--- src/verilog/rpim_pkg.sv ---
package rpim_pkg;
    localparam logic [7:0] PORT_SELECT_OFS = 8'h4c;
    localparam logic [7:0] LINK_CFG_CTRL_OFS = 8'h59;
    localparam logic [7:0] LINK_CFG_SPARE_OFS = 8'h5a;
    localparam logic [7:0] SER_ADDR_OFS = 8'h5b;
    localparam logic [7:0] SER_ALIAS_OFS = 8'h5c;
    localparam logic [7:0] TARGET0_OFS = 8'h5d;
    localparam logic [7:0] REG_RESET = 8'h00;
    localparam int OVERRIDE_BIT = 7;
    localparam int HOLD_BIT = 0;
    localparam int AUTO_ACK_BIT = 0;
    localparam int PASS_THROUGH_BIT = 6;
    localparam logic [7:0] LINK_CFG_WMASK = 8'hff;
    localparam logic [7:0] TARGET_WMASK = 8'hfe;
    localparam logic [6:0] ALIAS_OFF = 7'h00;
    localparam logic [1:0] GPIO_NONE = 2'h0;
    localparam logic [1:0] GPIO_ONE = 2'h1;
    localparam logic [1:0] GPIO_TWO = 2'h2;
    localparam logic [1:0] GPIO_FOUR = 2'h3;
endpackage

--- src/verilog/rpim_regs.sv ---
// How it works
// - One register copy per port; port-select chooses which copy I2C accesses.
// - Override bit 7 set blocks forward-channel link-config loads and keeps local values.
// - Override clear lets forward-channel data load link config; reset clear.
// - Forward GPIO count: 0 none, 1 one, 2 two, 3 four; resets zero.
// - GPIO count loads from serializer; software writes it only when override is 1.
// - Seven-bit serializer address in bits 7:1 autoloads over the link.
// - Hold bit 0 stops serializer address updates, keeping the written value.
// - Local I2C address is compared to alias field bits 7:1.
// - On alias match the address is replaced by the target register address.
// - Alias field zero disables remote access through this alias.
// - Auto-ack bit 0 acknowledges all writes to the remote serializer.
// - Target register bits 7:1 hold the remote physical address; bit 0 reads zero.
// - Transactions to the first target alias are rewritten before crossing the channel.
// - Matching transactions forward only when pass-through enable bit 6 is set.
module rpim_regs #(
    parameter int NPORTS = 2
) (
    // Clock and reset.
    input wire logic clk,
    input wire logic nrst,
    // Register access from the local I2C controller.
    input wire logic reg_wr,
    input wire logic reg_rd,
    input wire logic [7:0] reg_addr,
    input wire logic [7:0] reg_wdata,
    output logic [7:0] reg_rdata,
    // Forward-channel configuration loads, one per port.
    input wire logic [NPORTS-1:0] fc_load,
    input wire logic [NPORTS*8-1:0] fc_link_cfg,
    input wire logic [NPORTS*7-1:0] fc_ser_addr,
    // Per-port pass-through enables from the back-channel configuration.
    input wire logic [NPORTS-1:0] pass_through_en,
    // Local I2C transaction decode.
    input wire logic txn_valid,
    input wire logic [6:0] txn_addr,
    input wire logic txn_write,
    output logic fwd_valid,
    output logic [$clog2(NPORTS+1)-1:0] fwd_port,
    output logic [6:0] fwd_addr,
    output logic fwd_auto_ack,
    // Per-port forward GPIO count, decoded to a number of GPIOs.
    output logic [NPORTS*3-1:0] gpio_enabled
);
    localparam int PW = $clog2(NPORTS+1);

    logic [7:0] port_select;
    logic [7:0] link_cfg [NPORTS];
    logic [7:0] link_spare [NPORTS];
    logic [7:0] ser_addr [NPORTS];
    logic [7:0] ser_alias [NPORTS];
    logic [7:0] target0 [NPORTS];
    logic [2:0] gpio_q [NPORTS];

    wire sel_wr_port = reg_wr && reg_addr == rpim_pkg::PORT_SELECT_OFS;
    wire [PW-1:0] cur_port = PW'(port_select[3:0]);
    // The full low nibble is range-checked, so a high nibble code cannot alias onto a real port; bits 7:4 are ignored.
    wire port_ok = 32'(port_select[3:0]) < NPORTS;

    logic [NPORTS-1:0] match;
    logic [7:0] port_rdata [NPORTS];
    logic [NPORTS*PW-1:0] idx_chain;
    logic [NPORTS*7-1:0] addr_chain;
    logic [NPORTS-1:0] ack_chain;

    genvar g;
    generate
        for (g = 0; g < NPORTS; g++) begin : g_port
            wire sel = port_ok && cur_port == PW'(g);
            wire wr_cfg = reg_wr && sel && reg_addr == rpim_pkg::LINK_CFG_CTRL_OFS;
            wire wr_spare = reg_wr && sel && reg_addr == rpim_pkg::LINK_CFG_SPARE_OFS;
            wire wr_ser = reg_wr && sel && reg_addr == rpim_pkg::SER_ADDR_OFS;
            wire wr_alias = reg_wr && sel && reg_addr == rpim_pkg::SER_ALIAS_OFS;
            wire wr_tgt = reg_wr && sel && reg_addr == rpim_pkg::TARGET0_OFS;
            wire override = link_cfg[g][rpim_pkg::OVERRIDE_BIT];
            wire hold = ser_addr[g][rpim_pkg::HOLD_BIT];
            // Override bit itself is always writable; the GPIO field only while overriding.
            wire [1:0] next_gpio = (wr_cfg && override) ? reg_wdata[1:0]
                : (fc_load[g] && !override) ? fc_link_cfg[g*8 +: 2] : link_cfg[g][1:0];
            wire [4:0] next_rsvd = wr_cfg ? reg_wdata[6:2]
                : (fc_load[g] && !override) ? fc_link_cfg[g*8+2 +: 5] : link_cfg[g][6:2];
            wire next_ovr = wr_cfg ? reg_wdata[7] : override;
            wire [6:0] next_id = wr_ser ? reg_wdata[7:1]
                : (fc_load[g] && !hold) ? fc_ser_addr[g*7 +: 7] : ser_addr[g][7:1];
            wire next_hold = wr_ser ? reg_wdata[0] : hold;
            // A code of three means four lines, not three.
            wire [2:0] next_gpio_num = next_gpio == rpim_pkg::GPIO_FOUR ? 3'h4 : {1'b0, next_gpio};

            always_ff @(posedge clk or negedge nrst) begin
                if (!nrst) begin
                    link_cfg[g] <= rpim_pkg::REG_RESET;
                    link_spare[g] <= rpim_pkg::REG_RESET;
                    ser_addr[g] <= rpim_pkg::REG_RESET;
                    gpio_q[g] <= 3'(rpim_pkg::GPIO_NONE);
                    ser_alias[g] <= rpim_pkg::REG_RESET;
                    target0[g] <= rpim_pkg::REG_RESET;
                end else begin
                    link_cfg[g] <= {next_ovr, next_rsvd, next_gpio};
                    ser_addr[g] <= {next_id, next_hold};
                    gpio_q[g] <= next_gpio_num;
                    if (wr_spare) begin
                        link_spare[g] <= reg_wdata;
                    end
                    if (wr_alias) begin
                        ser_alias[g] <= reg_wdata;
                    end
                    if (wr_tgt) begin
                        target0[g] <= reg_wdata & rpim_pkg::TARGET_WMASK;
                    end
                end
            end

            wire [6:0] alias_id = ser_alias[g][7:1];
            assign match[g] = alias_id != rpim_pkg::ALIAS_OFF && alias_id == txn_addr
                && pass_through_en[g];
            assign port_rdata[g] =
                reg_addr == rpim_pkg::LINK_CFG_CTRL_OFS ? link_cfg[g] :
                reg_addr == rpim_pkg::LINK_CFG_SPARE_OFS ? link_spare[g] :
                reg_addr == rpim_pkg::SER_ADDR_OFS ? ser_addr[g] :
                reg_addr == rpim_pkg::SER_ALIAS_OFS ? ser_alias[g] :
                reg_addr == rpim_pkg::TARGET0_OFS ? target0[g] : 8'h00;
            // The decoded count sits in a flop so the output never glitches while the field loads.
            assign gpio_enabled[g*3 +: 3] = gpio_q[g];
            // Lowest port wins when two aliases collide; software should keep aliases unique.
            if (g == 0) begin : g_first
                assign idx_chain[PW-1:0] = match[0] ? PW'(0) : PW'(NPORTS);
                assign addr_chain[6:0] = target0[0][7:1];
                assign ack_chain[0] = ser_alias[0][rpim_pkg::AUTO_ACK_BIT];
            end else begin : g_next
                wire take = match[g] && !(|match[g-1:0]);
                assign idx_chain[g*PW +: PW] = take ? PW'(g) : idx_chain[(g-1)*PW +: PW];
                assign addr_chain[g*7 +: 7] = take ? target0[g][7:1] : addr_chain[(g-1)*7 +: 7];
                assign ack_chain[g] = take ? ser_alias[g][rpim_pkg::AUTO_ACK_BIT] : ack_chain[g-1];
            end
        end
    endgenerate

    wire any_match = |match;
    wire [7:0] next_rdata = reg_addr == rpim_pkg::PORT_SELECT_OFS ? port_select
        : port_ok ? port_rdata[cur_port[$clog2(NPORTS)-1:0]] : 8'h00;

    // When nothing matches, fwd_port shows NPORTS, a code that names no port.

    always_ff @(posedge clk or negedge nrst) begin
        if (!nrst) begin
            port_select <= rpim_pkg::REG_RESET;
            reg_rdata <= rpim_pkg::REG_RESET;
            fwd_valid <= 1'b0;
            fwd_port <= '0;
            fwd_addr <= '0;
            fwd_auto_ack <= 1'b0;
        end else begin
            if (sel_wr_port) begin
                port_select <= reg_wdata;
            end
            if (reg_rd) begin
                reg_rdata <= next_rdata;
            end
            fwd_valid <= txn_valid && any_match;
            fwd_port <= idx_chain[(NPORTS-1)*PW +: PW];
            fwd_addr <= addr_chain[(NPORTS-1)*7 +: 7];
            fwd_auto_ack <= txn_valid && any_match && txn_write && ack_chain[NPORTS-1];
        end
    end

    AST_FWD_ONLY_ON_MATCH: assert property (@(posedge clk) disable iff (!nrst)
        fwd_valid |-> $past(txn_valid) && $past(any_match))
        else $error("Forward without alias match.");
    AST_ALIAS_ZERO_OFF: assert property (@(posedge clk) disable iff (!nrst)
        (txn_valid && !any_match) |=> !fwd_valid)
        else $error("Forward with alias disabled.");
    AST_PASS_GATE: assert property (@(posedge clk) disable iff (!nrst)
        (txn_valid && pass_through_en == '0) |=> !fwd_valid)
        else $error("Forward without pass-through.");
    AST_REMAP0: assert property (@(posedge clk) disable iff (!nrst)
        (txn_valid && match[0]) |=> fwd_addr == $past(target0[0][7:1]) && fwd_port == '0)
        else $error("Port zero remap wrong.");
    AST_TGT_BIT0: assert property (@(posedge clk) disable iff (!nrst)
        target0[0][0] == 1'b0)
        else $error("Target bit 0 not zero.");
    AST_OVERRIDE_KEEPS: assert property (@(posedge clk) disable iff (!nrst)
        (link_cfg[0][7] && !(reg_wr && cur_port == '0)) |=> $stable(link_cfg[0]))
        else $error("Override did not hold config.");
    AST_FC_LOAD: assert property (@(posedge clk) disable iff (!nrst)
        (fc_load[0] && !link_cfg[0][7] && !reg_wr) |=> link_cfg[0][1:0] == $past(fc_link_cfg[1:0]))
        else $error("Forward load missed.");
    AST_GPIO_LOCKED: assert property (@(posedge clk) disable iff (!nrst)
        (!link_cfg[0][7] && !fc_load[0]) |=> link_cfg[0][1:0] == $past(link_cfg[0][1:0]))
        else $error("GPIO count written without override.");
    AST_HOLD_ID: assert property (@(posedge clk) disable iff (!nrst)
        (ser_addr[0][0] && !(reg_wr && cur_port == '0)) |=> $stable(ser_addr[0]))
        else $error("Held address changed.");
    AST_GPIO_DECODE: assert property (@(posedge clk) disable iff (!nrst)
        link_cfg[0][1:0] == rpim_pkg::GPIO_FOUR |-> gpio_enabled[2:0] == 3'h4)
        else $error("GPIO decode wrong.");
    AST_AUTO_ACK: assert property (@(posedge clk) disable iff (!nrst)
        fwd_auto_ack |-> fwd_valid)
        else $error("Auto-ack without forward.");
    AST_PORT_RANGE: assert property (@(posedge clk) disable iff (!nrst)
        (reg_wr && !port_ok) |=> $stable(ser_alias[0]) && $stable(target0[0]))
        else $error("Write reached a port that was not selected.");
    AST_RDATA_HOLD: assert property (@(posedge clk) disable iff (!nrst)
        !reg_rd |=> $stable(reg_rdata))
        else $error("Read data changed without a read.");
    AST_ACK_WRITE_ONLY: assert property (@(posedge clk) disable iff (!nrst)
        (txn_valid && !txn_write) |=> !fwd_auto_ack)
        else $error("Auto-ack on a read.");
    AST_ACK_ON_WRITE: assert property (@(posedge clk) disable iff (!nrst)
        (txn_valid && txn_write && match[0] && ser_alias[0][rpim_pkg::AUTO_ACK_BIT]) |=> fwd_auto_ack)
        else $error("Auto-ack missing on a write.");
    AST_GPIO_DECODE_LOW: assert property (@(posedge clk) disable iff (!nrst)
        link_cfg[0][1:0] != rpim_pkg::GPIO_FOUR |-> gpio_enabled[2:0] == {1'b0, link_cfg[0][1:0]})
        else $error("GPIO low decode wrong.");
    AST_FWD_PORT_IDLE: assert property (@(posedge clk) disable iff (!nrst)
        (txn_valid && !any_match) |=> fwd_port == PW'(NPORTS))
        else $error("Port index shown without a match.");

    COV_FWD: cover property (@(posedge clk) disable iff (!nrst) fwd_valid);
    COV_ACK: cover property (@(posedge clk) disable iff (!nrst) fwd_auto_ack);
    COV_FC_LOAD: cover property (@(posedge clk) disable iff (!nrst) fc_load[0] && !link_cfg[0][7]);
    COV_READ_TXN: cover property (@(posedge clk) disable iff (!nrst) txn_valid && !txn_write && match[0]);
    COV_BAD_PORT: cover property (@(posedge clk) disable iff (!nrst) reg_wr && !port_ok);
endmodule

--- config.mk ---
export PLATFORM = sky130hd
export DESIGN_NAME = rpim_regs
export DESIGN_NICKNAME = d
export VERILOG_FILES = /design/src/verilog/rpim_pkg.sv /design/src/verilog/rpim_regs.sv
export SDC_FILE = /design/constraint.sdc
export NUM_CORES = 1
export LEC_CHECK = 0
export BUFFER_PORTS_ARGS = -buffer_cell sky130_fd_sc_hd__buf_2
export CAP_MARGIN = 20
export CORE_MARGIN = 3
export CORE_UTILIZATION = 30
export DETAILED_ROUTE_END_ITERATION = 6
export PLACE_DENSITY = 0.56
export SYNTH_ARGS = -nofsm -noshare
export SYNTH_HDL_FRONTEND = slang
export SYNTH_SLANG_ARGS = --single-unit
export TNS_END_PERCENT = 10
--- constraint.sdc ---
create_clock -name clk -period 2.5 [get_ports clk]
set_input_delay 0.125 -clock clk [delete_from_list [all_inputs] [get_ports clk]]
set_output_delay 0.125 -clock clk [all_outputs]
set_load 0.01 [all_outputs]
Word level (Yosys, flattened, before mapping)

Cells that the tools add are included.
W data, S select, Z words.

Register bits: 111
Output and inout port bits: 25
Input port bits: 63
Logic and storage cells: 113

Multiplexer cells: 33
Equality and inequality tests: 11
Reduce and logical (&&, ||, !) cells: 42
$lt $le $gt $ge: 2
Bitwise gates (word level): 1

Operators by type and width:

| kind                 | number |
|---|---|
| $mux W8              | 15 |
| $eq A8 B7 Y1 const B | 6 |
| $mux W7              | 5 |
| $logic_and A1 B1 Y1  | 29 |
| $mux W5              | 4 |
| $eq A7 B7 Y1         | 2 |
| $reduce_bool A7 Y1   | 2 |
| $mux W2              | 6 |
| $reduce_bool A2 Y1   | 4 |
| $mux W3              | 2 |
| $logic_not A1 Y1     | 5 |
| $eq A2 B2 Y1 const B | 2 |
| $lt A4 B2 Y1 const B | 1 |
| $eq A2 B1 Y1 const B | 1 |
| $ge A2 B2 Y1 const B | 1 |
| $logic_not A2 Y1     | 1 |
| $not A1 Y2           | 1 |
| $reduce_or A2 Y1     | 1 |
| $mux W1              | 1 |

Logic depth before layout (Yosys ltp)

Word-level depth: 11
Mapped depth: 8
Gate-level depth less buffers: 5

Worst setup path before layout

Ideal clock, no wire load.

Path type: reg2reg
Start: register port_select[3]
End: register gpio_q, in the netlist gpio_enabled[3]
Setup slack: 0.442 ns
Library setup time: 0.082 ns
Arrival time: 1.977 ns
Clock period less this slack: 2.058 ns
Stages on the path, launching flop included: 7
Path through: dfrtp_1 nor4b_1 nand4_1 or2_2 clkbuf_1 or3b_2 a31oi_1

Longest elaborated chain between the ends: 8

RTL lines:

| what                                 | RTL line         | text |
|---|---|---|
| start: declaration                   | rpim_regs.sv:47  | `logic [7:0] port_select;` |
| start signal: assignment             | rpim_regs.sv:146 | `port_select <= rpim_pkg::REG_RESET;` |
| start signal: assignment             | rpim_regs.sv:154 | `port_select <= reg_wdata;` |
| $lt A4 B2 Y1 (*)                     | rpim_regs.sv:58  | `wire port_ok = 32'(port_select[3:0]) < NPORTS;` |
| $logic_and A1 B1 Y1 (*)              | rpim_regs.sv:69  | `wire sel = port_ok && cur_port == PW'(g);` |
| $logic_and A1 B1 Y1 (*) (2 in a row) | rpim_regs.sv:70  | `wire wr_cfg = reg_wr && sel && reg_addr == rpim_pkg::LINK_CFG_CTRL_OFS;` |
| $logic_and A1 B1 Y1 (*)              | rpim_regs.sv:78  | `wire [1:0] next_gpio = (wr_cfg && override) ? reg_wdata[1:0]` |
| $mux W2 (*)                          | rpim_regs.sv:78  |  |
| $eq A2 B2 Y1                         | rpim_regs.sv:87  | `wire [2:0] next_gpio_num = next_gpio == rpim_pkg::GPIO_FOUR ? 3'h4 : {1'b0, next_gpio};` |
| $mux W3 (*)                          | rpim_regs.sv:87  |  |
| net g_port[1].next_gpio_num[0]       | rpim_regs.sv:87  |  |
| end signal: indexed assignment       | rpim_regs.sv:94  | `gpio_q[g] <= 3'(rpim_pkg::GPIO_NONE);` |
| end signal: indexed assignment       | rpim_regs.sv:100 | `gpio_q[g] <= next_gpio_num;` |
| end: declaration                     | rpim_regs.sv:53  | `logic [2:0] gpio_q [NPORTS];` |

Mark *: on every way through the listed nets, which the timed path passes. The rest lies on a longest branch.
A chain may end at the register's enable or synchronous reset.

Final worst setup path

Ends and elaborated chain as after synthesis.

==> summary.txt <==
Power
  – Sw frac: 26.1%
  – Comb power frac: 12.0%
  – Leak pwr: 3.17 nW
  – Psw: 1.03 mW
  – Internal cell power: 2.91 mW
  – PwrDens: 578 nW/µm²
  – Peak supply drop: 0.336 mV
  – Clock network power share: about two fifths
  – Sequential power share: 49.8%

Synth
  – Yosys cell types: 55
  – Ys flop type: dfrtp_1
  – EDFF count, synth: 0
  – Mapped Cells: between 500 and 600
  – Synth Net Count: 600
  – Seq/Total Area, Yosys: approximately half
  – Synthesized area per cell: 10.8 µm²
  – Top cell type's share of synthesized area: 48.1%
  – Synth warnings: 0
  – Post-synth top area cell: dfrtp_1
  – Top post-synthesis cells by area: dfrtp_1, mux2_2, mux2i_1
  – Synthesized flop and latch total: 111
  – Fraction of registers with async set/reset: 100%
  – Post-Syn Area: 5780 µm²

STA
  – Worst-margin pin slew: 0.836 ns
  – Period utilisation layout: 88.6%
  – Clock Skews: 0.00434 ns
  – Final setup fails: 0
  – Setup TNS: 0 ns
  – Max Slew Vio Count: 0
  – Hold Fails Final Rpt: 0
  – Slew HR: approximately 44%
  – RSZ-0062 raised after global routing: false
  – Max Fclk: ~450 MHz
  – Tmin final: about 2.2 ns

Finish
  – Fill count: approximately 1900
  – Multi-input gate area: between 2000 and 3000 µm²
  – Layout net count: 671
  – Area Growth Syn to Fin: 18.2%
  – Layout cells sized above 1: 31.5%
  – FF/Latch Area: about 2800 µm²
  – Final instance area: 6830 µm²
  – Diode count: 0

Placed design
  – Placed cell area: 6490 µm²
  – Port buffer count: 85
  – RD Place Congestion: 0.829
  – DP HPWL: between 10 and 15 mm

Route
  – Final ANT Viol Nets: 0
  – Initial DRC Count: 445
  – Drt via density: 5.10
  – Via count: 4453
  – Drt wl/cell: roughly 19 µm
  – DRT Wirelength: 16.7 mm
  – Drt first pass iters: 5
  – DRC Markers: 0

Global route
  – GR Util All Layers: between 15 and 20%
  – Largest net degree at the start of global routing: 83
  – Initial antenna violation count: 0
  – Vias in the first global route: 4540
  – Grt ovf: 0
  – First-pass GRT wire length: 26.1 mm

Setup path
  – CP Launch Type: flip-flop
  – Worst-path maximum fanout: 4
  – Reg2reg start: port_select[3]$_DFFE_PN0P_
  – Worst r2r path cells: 5
  – CP required: 2.77 ns
  – Reg2reg end: gpio_enabled[3]$_DFF_PN0_
  – WS Path Type: flip-flop to flip-flop
  – Arr. time, crit path: ~2.5 ns
  – Critical Path Source: port_select[3]$_DFFE_PN0P_
  – Crit path capture: gpio_enabled[3]$_DFF_PN0_
  – Reg2Reg Setup Slack: 0.29 ns
  – Element type at the critical path end: flip-flop

Floorplanning
  – Ports: 88
  – Core area: 18800 µm²
  – Initial Util: 30.7%
  – Die Area: 21000 µm²
  – Rows: 50
  – Chip height: 145 µm
  – Die Width: 145 µm

Clock tree
  – Post_cts resized: 0
  – Max Root-Sink Buffers: 2
  – Clock sink count: around 110
  – Root Buffer: clkbuf_16
  – Worst-skew pair later-pin latency: 0.35 ns
  – CTS tree: yes
  – Post-CTS setup buffers: 0
  – Clk slew on worst S/H paths: 0.07 ns
  – H-tree levels: 3
  – TritonCTS Buffers: 9
  – Hold Buf Count CTS: 2

Run
  – Max cap viols: 0

Run status
  – Status: complete, no violations

Hold path
  – HP Class: primary input to flip-flop
-- cells in the mapped netlist (9+ instances only) --
library cell	instances
a21oi_1	48
a31oi_1	11
clkbuf_1	33
dfrtp_1	111
mux2_2	67
mux2i_1	43
nand2_1	25
nand2b_1	15
nand3b_1	12
nor2_1	42
nor2b_1	13
o21ai_0	10
o221ai_1	9
xor2_1	10
-- worst min path at each step --
stage	from	to	cells past startpoint	slack [ns]
floorplan	nrst	ack_chain[0]$_DFFE_PN0P_	0	-0.17
global placement	nrst	fwd_auto_ack$_DFF_PN0_	1	0.08
detailed placement	nrst	fwd_auto_ack$_DFF_PN0_	1	0.09
CTS	txn_valid	fwd_auto_ack$_DFF_PN0_	2	0.03
global route	txn_valid	fwd_valid$_DFF_PN0_	2	0.03
finish	txn_valid	fwd_auto_ack$_DFF_PN0_	2	0.03
-- per-stage QoR --
stage	total power [mW]	utilization [%]	setup WS (ns)	hold WS, ns	std cells
detailed placement	2.47	34.5	0.326	0.0850	855
CTS	3.99	36.2	0.310	0.0260	873
floorplan	2.25	-	0.442	-0.171	537
global placement	2.46	34.5	0.347	0.0798	855
finish	3.95	36.2	0.285	0.0293	873
global route	4.11	36.2	0.128	0.0346	873
-- metal layers --
metal  share of wire [%]  routed length, µm  GRT usage [%]  vias up
li1                    -                  -              -     2099
met1                  46               7690           22.8     2213
met2                  47               7830           26.0      118
met3                 4.5                747           1.91       23
met4                 2.4                405           6.04        0
met5                   0                  0              0        -
-- final cells by class --
class,instances,share of cell area [%]
multi-input cells,379,41.2
flip-flops and latches,111,40.7
repair buffers,103,8.51
well taps,260,4.77
clock buffers,10,3.50
clock inverters,6,1.12
inverters,4,0.220
-- cells by family after synthesis --
kind of cell | Yosys count | share of synthesized area, %
AND/OR/NAND/NOR | 150 | 14.7
AO/OA/AOI/OAI | 107 | 11.7
flip-flops | 111 | 48.1
multiplexers | 110 | 20.5
XOR/XNOR | 12 | 1.82
buffers and inverters | 47 | 3.23
-- critical path, cell delays in order (launching register included) --
cell and delay, ns:
dfrtp_1 0.41, nor4b_1 0.47, nand4_1 0.26, or2_2 0.35, or3b_2 0.47, a31oi_1 0.17
-- power by group through the flow --
| stage | Sequential, mW | Clock, mW | Combinational (mW) |
|---|---|---|---|
| after floorplan | 1.98 | 0 | 0.269 |
| after global placement | 1.99 | 0 | 0.463 |
| after detailed placement | 2.00 | 0 | 0.473 |
| after CTS | 1.96 | 1.55 | 0.478 |
| after global routing | 1.98 | 1.61 | 0.525 |
| final | 1.97 | 1.51 | 0.472 |
-- state kept, by name, indices dropped and copies added, names as in the netlist --
name	cells
ack_chain	1
addr_chain	7
fwd_addr	7
fwd_auto_ack	1
fwd_port	2
fwd_valid	1
g_port.alias_id	14
g_port.hold	2
g_port.override	2
gpio_enabled	6
link_cfg	14
link_spare	16
port_select	8
reg_rdata	8
ser_addr	14
ser_alias	1
target0	7
-- placed cells by master (no fill, tap or decap), types with 3 or more instances in the layout --
cell type  instances
nand2b_1          15
o2111ai_1          5
nor3b_1            3
nand2_1           25
mux2_2            67
a211oi_1           4
buf_2             84
nand3b_1          12
mux2i_1           43
inv_1              4
o221ai_1           9
clkbuf_16          9
or4_1              3
a31oi_1           11
dfrtp_1          111
xor2_1            10
nor2_1            42
o211ai_1           3
a22oi_1            3
buf_4             16
nand3_1            3
o21a_1             3
nor3_1             6
nor2b_1           13
nand4b_1           4
nand4_1            5
a21oi_1           48
o21ai_0           10
(Power assumes the default switching activity.)
